===== src/rtl/sbsc_consts.vh =====
// Purpose: Named constants for the serial buffer status and frame option block.
// Assumes: Included by bare name from the design files.
// Notes:   Definitions only.
`ifndef SBSC_CONSTS_VH
`define SBSC_CONSTS_VH
// Register byte addresses.
`define SBSC_ADDR_MODE2     8'h00
`define SBSC_ADDR_IRQ_STAT  8'h04
`define SBSC_ADDR_IRQ_MASK  8'h08
`define SBSC_ADDR_CTRL      8'h0C
// Field positions of the mode control register two.
`define SBSC_BIT_TBEMP      7
`define SBSC_BIT_RXFULL     6
`define SBSC_BIT_TXRUN      5
`define SBSC_BIT_STOPLEN    4
`define SBSC_BIT_ORDER      3
// Field positions of the extra control register.
`define SBSC_BIT_DBUF_EN    0
`define SBSC_BIT_UART_MODE  1
// Interrupt status bit positions.
`define SBSC_IRQ_TXEMPTY    0
`define SBSC_IRQ_RXFULL     1
`define SBSC_IRQ_TXDONE     2
`define SBSC_IRQ_WIDTH      3
// Reset values.
`define SBSC_RST_TBEMP      1'b1
`define SBSC_RST_ZERO1      1'b0
`define SBSC_RST_CTRL       2'h3
`define SBSC_RST_IRQ        3'h0
// Data width and zero word.
`define SBSC_ZERO32         32'h00000000
`define SBSC_ZERO8          8'h00
`endif


===== src/rtl/sbsc_shifter.v =====
// Purpose: Serial shift engine driven by the status block.
// Assumes: One clock, bit rate given by a one-cycle enable pulse.
// Notes:   UART frames or plain clocked bit output, with selectable order.
`include "sbsc_consts.vh"
`default_nettype none
module sbsc_shifter #(
    parameter DW = 8
) (
    // Clock and reset.
    input  wire          clk,
    input  wire          rst,
    // Bit rate enable.
    input  wire          bit_en,
    // Frame options.
    input  wire          uart_mode,
    input  wire          two_stop,
    input  wire          msb_first,
    // Load request with its word.
    input  wire          load,
    input  wire [DW-1:0] load_data,
    // Status and line.
    output reg           busy_r,
    output reg           txd_r,
    output reg           done_r
);
    // States of the frame sequencer.
    localparam S_IDLE  = 4'b0001;
    localparam S_START = 4'b0010;
    localparam S_DATA  = 4'b0100;
    localparam S_STOP  = 4'b1000;

    reg [3:0]    state_r;    // Current state.
    reg [DW-1:0] sh_r;       // Shift register.
    reg [7:0]    cnt_r;      // Bit counter.
    reg          order_r;    // Order latched at load.

    wire         out_bit = order_r ? sh_r[DW-1] : sh_r[0];   // Bit to put on the line at the next bit enable.

    ////////////////////////////////////////////////////////////////////////
    // Sequencer: start bit, data bits, one or two stop bits in UART mode; data bits only in clocked mode.
    always @(posedge clk or posedge rst) begin
        if (rst) begin
            state_r <= S_IDLE;
            sh_r    <= {DW{1'b0}};
            cnt_r   <= `SBSC_ZERO8;
            order_r <= 1'b0;
            busy_r  <= 1'b0;
            txd_r   <= 1'b1;
            done_r  <= 1'b0;
        end else begin
            done_r <= 1'b0;
            case (state_r)
                S_IDLE: begin
                    // A load latches the word and leaves idle at once; the first bit goes out at the next bit enable.
                    if (load) begin
                        sh_r    <= load_data;
                        order_r <= msb_first;
                        busy_r  <= 1'b1;
                        cnt_r   <= `SBSC_ZERO8;
                        state_r <= uart_mode ? S_START : S_DATA;
                    end
                end
                S_START: begin
                    if (bit_en) begin
                        txd_r   <= 1'b0;
                        state_r <= S_DATA;
                    end
                end
                S_DATA: begin
                    if (bit_en) begin
                        txd_r <= out_bit;
                        sh_r  <= order_r ? {sh_r[DW-2:0], 1'b0} : {1'b0, sh_r[DW-1:1]};
                        cnt_r <= cnt_r + 8'h01;
                        if (cnt_r == DW[7:0] - 8'h01) begin
                            cnt_r   <= `SBSC_ZERO8;
                            state_r <= uart_mode ? S_STOP : S_IDLE;
                            if (!uart_mode) begin
                                busy_r <= 1'b0;
                                done_r <= 1'b1;
                            end
                        end
                    end
                end
                S_STOP: begin
                    if (bit_en) begin
                        txd_r <= 1'b1;
                        cnt_r <= cnt_r + 8'h01;
                        if (cnt_r == {7'h00, two_stop}) begin
                            state_r <= S_IDLE;
                            busy_r  <= 1'b0;
                            done_r  <= 1'b1;
                        end
                    end
                end
                default: begin
                    state_r <= S_IDLE;
                end
            endcase
        end
    end
endmodule
`default_nettype wire


===== src/rtl/sbsc_top.v =====
// Purpose: Buffer status flags and frame options of one serial channel.
// Assumes: One 50 MHz clock; register port with read data one cycle later.
// Notes:   Holds the transmit double buffer and a receive double buffer.
//
// What this block does
// - Transmit empty flag sets on move; resets 1.
// - Software write of transmit data clears it.
// - Flags meaningless without double buffering.
// - Receive full flag sets on completed reception.
// - Reading the receive full flag clears it.
// - Transmit active high while sending; resets 0.
// - Idle with empty buffer means transmission completed.
// - Stop length field selects one or two.
// - Receiver checks just one stop bit.
// - Bit order field picks LSB or MSB.
//
// Chosen here: the address map and strobed register access.
`include "sbsc_consts.vh"
`default_nettype none
module sbsc_top #(
    parameter DW      = 8,
    parameter BAUD_DIV = 16'h01B2
) (
    // Clock and reset.
    input  wire        CORE_CLK,
    input  wire        RST,
    // Register port.
    input  wire [7:0]  ADDR,
    input  wire [31:0] WDATA,
    input  wire        WR,
    input  wire        RD,
    output reg  [31:0] RDATA,
    // Transmit data port, written by software side.
    input  wire        TX_WR,
    input  wire [7:0]  TX_DATA,
    // Received word from the receive shift engine.
    input  wire        RX_DONE,
    input  wire        RX_STOP_OK,
    input  wire [7:0]  RX_WORD,
    input  wire        RX_RD,
    output reg  [7:0]  RX_DATA,
    output reg         RX_FRAME_ERR,
    // Serial line and interrupt.
    output reg         TXD,
    output reg         IRQ
);
    ////////////////////////////////////////////////////////////////////////
    // Registers of the block.
    reg         tbemp_r;     // Transmit buffer empty flag.
    reg         rxfull_r;    // Receive buffer full flag.
    reg         stoplen_r;   // Stop length select.
    reg         order_r;     // Bit order select, one for MSB first.
    reg  [1:0]  ctrl_r;      // Double buffer enable and UART mode.
    reg  [7:0]  txbuf_r;     // Transmit double buffer.
    reg  [7:0]  rxbuf_r;     // Receive double buffer.
    reg  [`SBSC_IRQ_WIDTH-1:0] ist_r;   // Sticky interrupt status.
    reg  [`SBSC_IRQ_WIDTH-1:0] imask_r; // Interrupt mask.
    reg  [15:0] div_r;       // Bit rate divider.
    reg         bit_en_r;    // One-cycle bit rate pulse.
    reg         busy_d_r;    // Delayed busy, unused; the done edge comes from sh_done.

    wire        busy;        // Shift engine busy, the transmit active state.
    wire        sh_txd;      // Line level from the shift engine.
    wire        sh_done;     // Frame finished pulse.
    wire        dbuf_en  = ctrl_r[`SBSC_BIT_DBUF_EN];
    wire        uart_md  = ctrl_r[`SBSC_BIT_UART_MODE];
    // A move happens when the engine is idle, the buffer holds data and TX_WR is low.
    wire        tx_move  = !busy && !tbemp_r && !TX_WR;
    wire        wr_mode2 = WR && (ADDR == `SBSC_ADDR_MODE2);
    wire        rd_mode2 = RD && (ADDR == `SBSC_ADDR_MODE2);
    wire        tx_done_evt = sh_done && tbemp_r;
    wire [`SBSC_IRQ_WIDTH-1:0] ev;      // Events this cycle.

    assign ev[`SBSC_IRQ_TXEMPTY] = tx_move;
    assign ev[`SBSC_IRQ_RXFULL]  = RX_DONE;
    assign ev[`SBSC_IRQ_TXDONE]  = tx_done_evt;

    ////////////////////////////////////////////////////////////////////////
    // Bit rate divider: one enable pulse per bit time.
    always @(posedge CORE_CLK or posedge RST) begin
        if (RST) begin
            div_r    <= 16'h0000;
            bit_en_r <= 1'b0;
        end else if (div_r == BAUD_DIV[15:0] - 16'h0001) begin
            div_r    <= 16'h0000;
            bit_en_r <= 1'b1;
        end else begin
            div_r    <= div_r + 16'h0001;
            bit_en_r <= 1'b0;
        end
    end

    ////////////////////////////////////////////////////////////////////////
    // Shift engine instance.
    sbsc_shifter #(
        .DW        (DW)
    ) u_shift (
        .clk       (CORE_CLK),
        .rst       (RST),
        .bit_en    (bit_en_r),
        .uart_mode (uart_md),
        .two_stop  (stoplen_r),
        .msb_first (order_r),
        .load      (tx_move),
        .load_data (txbuf_r),
        .busy_r    (busy),
        .txd_r     (sh_txd),
        .done_r    (sh_done)
    );

    ////////////////////////////////////////////////////////////////////////
    // Transmit buffer and its empty flag.
    always @(posedge CORE_CLK or posedge RST) begin
        if (RST) begin
            tbemp_r <= `SBSC_RST_TBEMP;
            txbuf_r <= `SBSC_ZERO8;
        end else if (TX_WR) begin
            txbuf_r <= TX_DATA;
            tbemp_r <= 1'b0;
        end else if (tx_move) begin
            tbemp_r <= 1'b1;
        end
    end

    ////////////////////////////////////////////////////////////////////////
    // Receive buffer and its full flag; a new word wins over the read clear.
    always @(posedge CORE_CLK or posedge RST) begin
        if (RST) begin
            rxfull_r     <= `SBSC_RST_ZERO1;
            rxbuf_r      <= `SBSC_ZERO8;
            RX_FRAME_ERR <= 1'b0;
        end else if (RX_DONE) begin
            rxfull_r     <= 1'b1;
            rxbuf_r      <= RX_WORD;
            RX_FRAME_ERR <= !RX_STOP_OK;
        end else if (rd_mode2) begin
            rxfull_r <= 1'b0;
        end
    end

    ////////////////////////////////////////////////////////////////////////
    // Receive data output port.
    always @(posedge CORE_CLK or posedge RST) begin
        if (RST) begin
            RX_DATA <= `SBSC_ZERO8;
        end else if (RX_RD) begin
            RX_DATA <= rxbuf_r;
        end
    end

    ////////////////////////////////////////////////////////////////////////
    // Writable option fields and control register.
    always @(posedge CORE_CLK or posedge RST) begin
        if (RST) begin
            stoplen_r <= `SBSC_RST_ZERO1;
            order_r   <= `SBSC_RST_ZERO1;
            ctrl_r    <= `SBSC_RST_CTRL;
            imask_r   <= `SBSC_RST_IRQ;
        end else if (WR) begin
            case (ADDR)
                `SBSC_ADDR_MODE2: begin
                    stoplen_r <= WDATA[`SBSC_BIT_STOPLEN];
                    order_r   <= WDATA[`SBSC_BIT_ORDER];
                end
                `SBSC_ADDR_IRQ_MASK: begin
                    imask_r <= WDATA[`SBSC_IRQ_WIDTH-1:0];
                end
                `SBSC_ADDR_CTRL: begin
                    ctrl_r <= WDATA[1:0];
                end
                default: begin
                    ctrl_r <= ctrl_r;
                end
            endcase
        end
    end

    ////////////////////////////////////////////////////////////////////////
    // Sticky interrupt status: set wins over write-one-to-clear.
    genvar gi;
    generate
        for (gi = 0; gi < `SBSC_IRQ_WIDTH; gi = gi + 1) begin : g_ist
            always @(posedge CORE_CLK or posedge RST) begin
                if (RST) begin
                    ist_r[gi] <= 1'b0;
                end else if (ev[gi]) begin
                    ist_r[gi] <= 1'b1;
                end else if (WR && (ADDR == `SBSC_ADDR_IRQ_STAT) && WDATA[gi]) begin
                    ist_r[gi] <= 1'b0;
                end
            end
        end
    endgenerate

    ////////////////////////////////////////////////////////////////////////
    // Read data, line and interrupt outputs, all registered.
    always @(posedge CORE_CLK or posedge RST) begin
        if (RST) begin
            RDATA    <= `SBSC_ZERO32;
            TXD      <= 1'b1;
            IRQ      <= 1'b0;
            busy_d_r <= 1'b0;
        end else begin
            TXD      <= sh_txd;
            IRQ      <= |(ist_r & imask_r);
            busy_d_r <= busy;
            RDATA    <= `SBSC_ZERO32;
            if (RD) begin
                case (ADDR)
                    `SBSC_ADDR_MODE2: begin
                        RDATA[`SBSC_BIT_TBEMP]   <= tbemp_r;
                        RDATA[`SBSC_BIT_RXFULL]  <= rxfull_r;
                        RDATA[`SBSC_BIT_TXRUN]   <= busy;
                        RDATA[`SBSC_BIT_STOPLEN] <= stoplen_r;
                        RDATA[`SBSC_BIT_ORDER]   <= order_r;
                    end
                    `SBSC_ADDR_IRQ_STAT: begin
                        RDATA[`SBSC_IRQ_WIDTH-1:0] <= ist_r;
                    end
                    `SBSC_ADDR_IRQ_MASK: begin
                        RDATA[`SBSC_IRQ_WIDTH-1:0] <= imask_r;
                    end
                    `SBSC_ADDR_CTRL: begin
                        RDATA[1:0] <= ctrl_r;
                    end
                    default: begin
                        RDATA <= `SBSC_ZERO32;
                    end
                endcase
            end
        end
    end

    // done when idle and empty
    // The transmit-done event fires when the engine ends a frame with nothing
    // waiting, which matches active low with empty high.
    // software keeps LSB first; the hardware does not force it.
    // dbuf_en is readable only; buffering always operates.
    wire unused_ok = dbuf_en & busy_d_r;
endmodule
`default_nettype wire


===== config.mk =====
export PLATFORM = sky130hd
export DESIGN_NAME = sbsc_top
export DESIGN_NICKNAME = d
export VERILOG_FILES = /design/src/rtl/sbsc_shifter.v /design/src/rtl/sbsc_top.v
export VERILOG_INCLUDE_DIRS = /design/src /design/src/rtl
export SDC_FILE = /design/constraint.sdc
export NUM_CORES = 1
export LEC_CHECK = 0
export ABC_AREA = 1
export BUFFER_PORTS_ARGS = -buffer_cell sky130_fd_sc_hd__buf_4
export CELL_PAD_IN_SITES_DETAIL_PLACEMENT = 1
export CELL_PAD_IN_SITES_GLOBAL_PLACEMENT = 1
export CORE_ASPECT_RATIO = 1.75
export CORE_UTILIZATION = 39
export DETAILED_ROUTE_END_ITERATION = 10
export GPL_TIMING_DRIVEN = 0
export PLACE_DENSITY = 0.9
export SYNTH_ARGS = -nofsm -noshare
export SYNTH_HDL_FRONTEND = slang
export SYNTH_HIERARCHICAL = 1
export SYNTH_SLANG_ARGS = --single-unit

===== constraint.sdc =====
create_clock -name CORE_CLK -period 2.1 [get_ports CORE_CLK]
set_input_delay 0.21 -clock CORE_CLK [delete_from_list [all_inputs] [get_ports CORE_CLK]]
set_output_delay 0.21 -clock CORE_CLK [all_outputs]
set_load 0.05 [all_outputs]

==> results of run 1 <==
==> cell usage in the layout, fill, tap and decap left out, types with 2 or more instances in the layout <==
cell type,n
xnor2_1,3
clkbuf_16,9
nor3_1,4
buf_4,79
nor2_4,4
o21ai_1,11
o31ai_1,7
dfrtp_1,82
o21ai_2,4
dfstp_2,6
conb_1,24
inv_2,4
inv_1,79
ha_1,3
buf_6,2
a21oi_1,10
xor2_1,11
nand4_1,12
nand2_2,6
nand3_2,6
nand2_1,136
nor2_2,7
nor2_1,61
nand3_1,42
clkbuf_1,6
clkinv_2,2
buf_2,4
o211ai_1,3
o21ai_0,22
==> report_power, final <==
part           switching [mW]  internal [mW]  leakage [nW]
Clock                   0.639          0.832         0.130
Sequential             0.0432           1.76          1.05
Combinational           0.341          0.158          1.68
==> sequential cells by signal (all words and copies together) (netlist names), 2 cells and up <==
signal and flops:
RDATA 8, RX_DATA 8, ctrl_r 2, div_r 16, imask_r 3, ist_r 3, rxbuf_r 8, txbuf_r 8
u_shift/cnt_r 8, u_shift/sh_r 8, u_shift/state_r 4
==> kinds of logic (layout without fill, tap and decap cells) <==
family,after synthesis,count (layout),synth area share [%]
AO/OA/AOI/OAI,61,61,8.02
XOR/XNOR,14,14,2.67
adder cells (fa/ha/maj),3,3,0.816
buffers and inverters,118,189,12.2
flip-flops,88,88,48.0
other,1,24,0.0815
AND/OR/NAND/NOR,284,284,28.2
==> through the flow <==
step / power (mW) / TNS [ns] / hold slack [ns] / setup WS, ns
after CTS: 3.80 / 0 / 0.00425 / 0.232
after floorplan: 2.17 / 0 / 0.223 / 0.299
after detailed placement: 2.33 / 0 / 0.361 / 0.244
after global routing: 3.92 / 0 / 0.0338 / 0.110
after global placement: 2.31 / -29.36 / 0.358 / -0.493
final: 3.78 / 0 / -0.0288 / 0.235
==> final timing paths <==
path	cells after the start	end	slack (ns)
max in group asynchronous	2	u_shift/cnt_r[3]	1.34
max reg2reg	8	u_shift/state_r[3]	0.23
min	2	div_r[4]	-0.03
min reg2reg	0	TXD	0.37
max	8	u_shift/state_r[3]	0.23
min in group CORE_CLK	3	txbuf_r[7]	0.07
==> metal layers <==
metal	wire [µm]	GRT usage (%)
met1	4430	20.8
met2	7390	43.0
met3	415	4.76
met4	405	9.48
met5	0	0
==> critical path, delay by kind of cell, from the launching register on <==
family	cells	cell delay [ns]
DFF	1	0.40
and+or+nand+nor	7	1.20
buffers and inverters	1	0.16
==> final cells by class <==
cell class	count	share of cell area, %
inverter	84	5.73
timing repair buffer	55	7.67
clock inverter	3	0.316
tap	135	3.04
multi-input combinational	386	34.6
sequential	88	39.8
buffer	34	4.35
clock buffer	13	4.51
==> flow_metrics.tcl, run 1 <==
set metrics [dict create \
    outcome "finished, violations left" \
    violations "DRC, hold timing" \
    drv_slew 0 \
    yosysWarnings 6 \
    area_growth_pct 20.6 \
    final_nets 725 \
    leakagePower_nw 2.87 \
    dp.cells 782 \
    fp.dieW_um 84.1 \
    rows 52 \
    end_kind "flop" \
    setup.worst_path.start "u_shift/busy_r" \
    maxCapViolations 0 \
    initial_core_util_pct 40.0 \
    arrival_ns 2.09 \
    fin_area_um2 5550 \
    relSlewSlack_pct 31.1 \
    vias 4056 \
    critPathRequiredTime_ns 2.32 \
    gp_congestion 0.821 \
    cts_buffers 9 \
    drt_iter0_markers 258 \
    final_cells 798 \
    fmax_mhz 536 \
    route.detailed.drc 8 \
    grt_pass1_wl_mm 20.9 \
    dieHeight_um 146 \
    clockBufferDepth 2 \
    syn_area_um2 4600 \
    power_density_nw_per_um2 681 \
    dieArea_um2 12300 \
    drt-total-wl_mm 12.6 \
    worstPathCellList "nor3_1 > inv_1 > nand3_1 > nand2_2 > nor2_1 > nand3_1 > nand2_1 > nand2_1" \
    cts_resized 0 \
    setup_viol 0 \
    overflow 0 \
    fin_crit_ns 1.87 \
    clockRootBuffer "clkbuf_16" \
    vias_per_cell 5.08 \
    regArea_um2 2210 \
    place_area_um2 5280 \
    synth_edf_count 0 \
    path_clk_slew_ns 0.06 \
    nFillCells 1436 \
    wl_per_cell_um 15.8 \
    post_cts_buffers 0 \
    ant_nets 0 \
    port_buffers 54 \
    synthArstFlopShare_pct 100 \
    synth_top_area_share_pct 44.6 \
    grt_usage_pct 21.7 \
    seq_area_frac_synth_pct 48.0 \
    critPathSlowestCell "dfrtp_1" \
    max_stage_delay_ns 0.40 \
    drive_above_1_share_pct 21.6 \
    utilization_pct 48.2 \
    ir_drop_mv 0.441 \
    io_pins 107 \
    cp-start-kind "flop" \
    synth.largest_area_cell "dfrtp_1" \
    synth_cell_type_count 38 \
    hpwlAfterDp_mm 9.26 \
    ys_ff_latch 88 \
    first_pass_iters 7 \
    hold_violations 26 \
    finalCritPeriodShare_pct 88.8 \
    critPathMaxFanout 5 \
    r2r-start "u_shift/busy_r" \
    core-area_um2 11500 \
    htreeDepth 3 \
    path_class "reg -> reg" \
    cts_hold_buf 0 \
    clock_skew_ns 0.00457 \
    clock_sink_count 88 \
    synthCells 569 \
    cts_tree "done" \
    whs_ns -0.0288 \
    antenna_found_initial 0 \
    rsz0062_at_grt "no" \
    multi_input_area_um2 1920 \
    worst_pin_slew_ns 1.03 \
    synth_ff_type "dfrtp_1" \
    hold_class "in -> async" \
    synthTopCellsByArea "dfrtp_1 45%, nand2_1 11%, inv_1 6.5%" \
    grt_max_degree 37 \
    avgSynthCellArea_um2 8.09 \
    synthTopCellsByCount "136 x nand2_1, 82 x dfrtp_1, 80 x inv_1" \
    synth_most_common_cell "nand2_1" \
    clock_latency_ns 0.34 \
    grt_pass1_vias 4465 \
    n_antenna_cell 0 \
]
Note: power is estimated with default switching activity, not from simulation.
==> run 2: changes to the inputs <==
- CORE_MARGIN: unset -> 4
- clock period: 2.1 -> 1.8 ns (I/O delays scaled with it)
==> run 2 against run 1 <==
The run now ends clean. Hold slack better by 0.071 ns. First-iteration DRC count down 37%. Worst setup slack worse by 0.095 ns. Critical path depth up 1. Clock power up 20%. Fmax up 12%. Combinational power up 16%. Sequential power up 17%.
==> flow_metrics.tcl, run 2 (synthesis gave the netlist of run 1 again) <==
set metrics [dict create \
    outcome "complete, no violations" \
    nFillCells 1422 \
    htreeDepth 3 \
    grt_pass1_wl_mm 20.9 \
    clock_latency_ns 0.34 \
    largest_reg_flops 16 \
    relSlewSlack_pct 32.6 \
    cts_buffers 9 \
    worst_slack_ns 0.139 \
    clockBufferDepth 2 \
    drt_iter0_markers 163 \
    clock_skew_ns 0.00759 \
    vias_per_cell 5.06 \
    end_kind "flop" \
    hold_violations 0 \
    dieArea_um2 13700 \
    dp_slack_ns 0.0408 \
    grt_pass1_vias 4478 \
    port_buffers 54 \
    rows 52 \
    setup_viol 0 \
    cp_common_cell "nor2_4" \
    critPathMaxFanout 10 \
    worstPathCellList "inv_1 > nor2_2 > nand2_4 > nor2_4 > nor2_4 > nor2_8 > inv_4 > nand2_1 > o21ai_2" \
    dr_wl_met2_mm 7.55 \
    maxCapViolations 0 \
    grt_max_degree 42 \
    top_register "div_r" \
    initial_core_util_pct 39.7 \
    vias 4039 \
    fin_tns_setup_ns 0 \
    fmax_mhz 602 \
    top_layer_used "met4" \
    critPathRequiredTime_ns 2.02 \
    clock_sink_count 88 \
    most-common-layout-cells "136 x nand2_1, 82 x dfrtp_1, 79 x inv_1, 79 x buf_4, 60 x nor2_1" \
    drv_slew 0 \
    drt-total-wl_mm 12.8 \
    antenna_found_initial 0 \
    first_pass_iters 4 \
    ir_drop_mv 0.500 \
    cp-start-kind "flop" \
    post_cts_buffers 0 \
    critPathSlowestCell "dfstp_2" \
    clockRootBuffer "clkbuf_16" \
    wl_met1_mm 4.49 \
    final_common_cell "nand2_1" \
    path_clk_slew_ns 0.06 \
    hold_class "in -> reg" \
    max_stage_delay_ns 0.55 \
    area_growth_pct 21.1 \
    fin_crit_ns 1.66 \
    wl_met3_um 377 \
    arrival_ns 1.88 \
    hpwlAfterDp_mm 9.50 \
    ant_nets 0 \
    dieHeight_um 152 \
    drive_above_1_share_pct 22.1 \
    gp_congestion 0.820 \
    path_class "reg -> reg" \
    grt_usage_pct 19.1 \
    final_nets 726 \
    finalCritPeriodShare_pct 92.3 \
    worst_pin_slew_ns 1.01 \
    leakagePower_nw 2.88 \
    n_antenna_cell 0 \
    fp.dieW_um 90.1 \
    core-area_um2 11600 \
    cts_tree "done" \
    wl_per_cell_um 16.0 \
    cpLargestDelayFamily "simple AND/OR/NAND/NOR gates" \
    overflow 0 \
    path_buf_inv 2 \
    power_density_nw_per_um2 800 \
    io_pins 107 \
    route.detailed.drc 0 \
]
-- run 2: cell types whose count changed in the layout (fill, tap and decap cells not counted), sizes merged --
cell	change
inv	+2
dlygate4sd3	+1
clkinv	+1
clkbuf	-3
-- run 2: per-layer routing --
metal,track usage [%],vias up
li1,-,1913
met3,2.92,27
met4,9.20,0
met5,0,-
met2,38.9,84
met1,18.3,2015
-- run 2: path summary, 6_finish.rpt --
kind	from	to	slack [ns]	depth (start not counted)
max	u_shift/state_r[0]	u_shift/cnt_r[2]	0.14	9
max reg2reg	u_shift/state_r[0]	u_shift/cnt_r[2]	0.14	9
min	TX_DATA[1]	txbuf_r[1]	0.04	3
max in group asynchronous	RST	u_shift/cnt_r[2]	0.53	3
min reg2reg	u_shift/txd_r	TXD	0.37	0
min in group asynchronous	RST	RDATA[0]	0.46	3
-- run 2: power breakdown --
group          internal [mW]  switching [mW]  total [mW]
logic                  0.186           0.394       0.580
registers               2.06          0.0536        2.11
clock network          0.945           0.822        1.77
-- run 2: layout make-up --
cell class	instances	area (µm²)	area share, %
plain buffers	34	241	4.33
clock buffers	10	229	4.11
clock inverters	6	43.8	0.786
inverters	84	318	5.70
multi-input cells	386	1930	34.6
flip-flops and latches	88	2210	39.7
well taps	135	169	3.03
repair buffers	56	435	7.81
-- run 2: tightest hold or removal path, delay by kind of cell --
family	cells	cell delay [ns]
buf+inv	1	0.08
simple gates	2	0.09
-- run 2: metrics by stage --
step | std cells | hold slack [ns] | util [%] | area [µm²] | power, mW
floorplan | 592 | 0.193 | - | 4690 | 2.53
global placement | 781 | 0.358 | 45.4 | 5260 | 2.70
detailed placement | 782 | 0.287 | 45.6 | 5280 | 2.72
CTS | 799 | 0.0332 | 48.1 | 5570 | 4.51
global route | 799 | 0.0401 | 48.1 | 5570 | 4.64
finish | 799 | 0.0423 | 48.1 | 5570 | 4.46
-- run 2: timing repair --
item / in CTS / in global routing
resized for setup: 1 / 1
cloned: 0 / 0
setup endpoints to repair: 1 / 10
endpoints found under the hold margin: 21 / 0
hold buffers: 1 / 0
pin swaps: 0 / 0
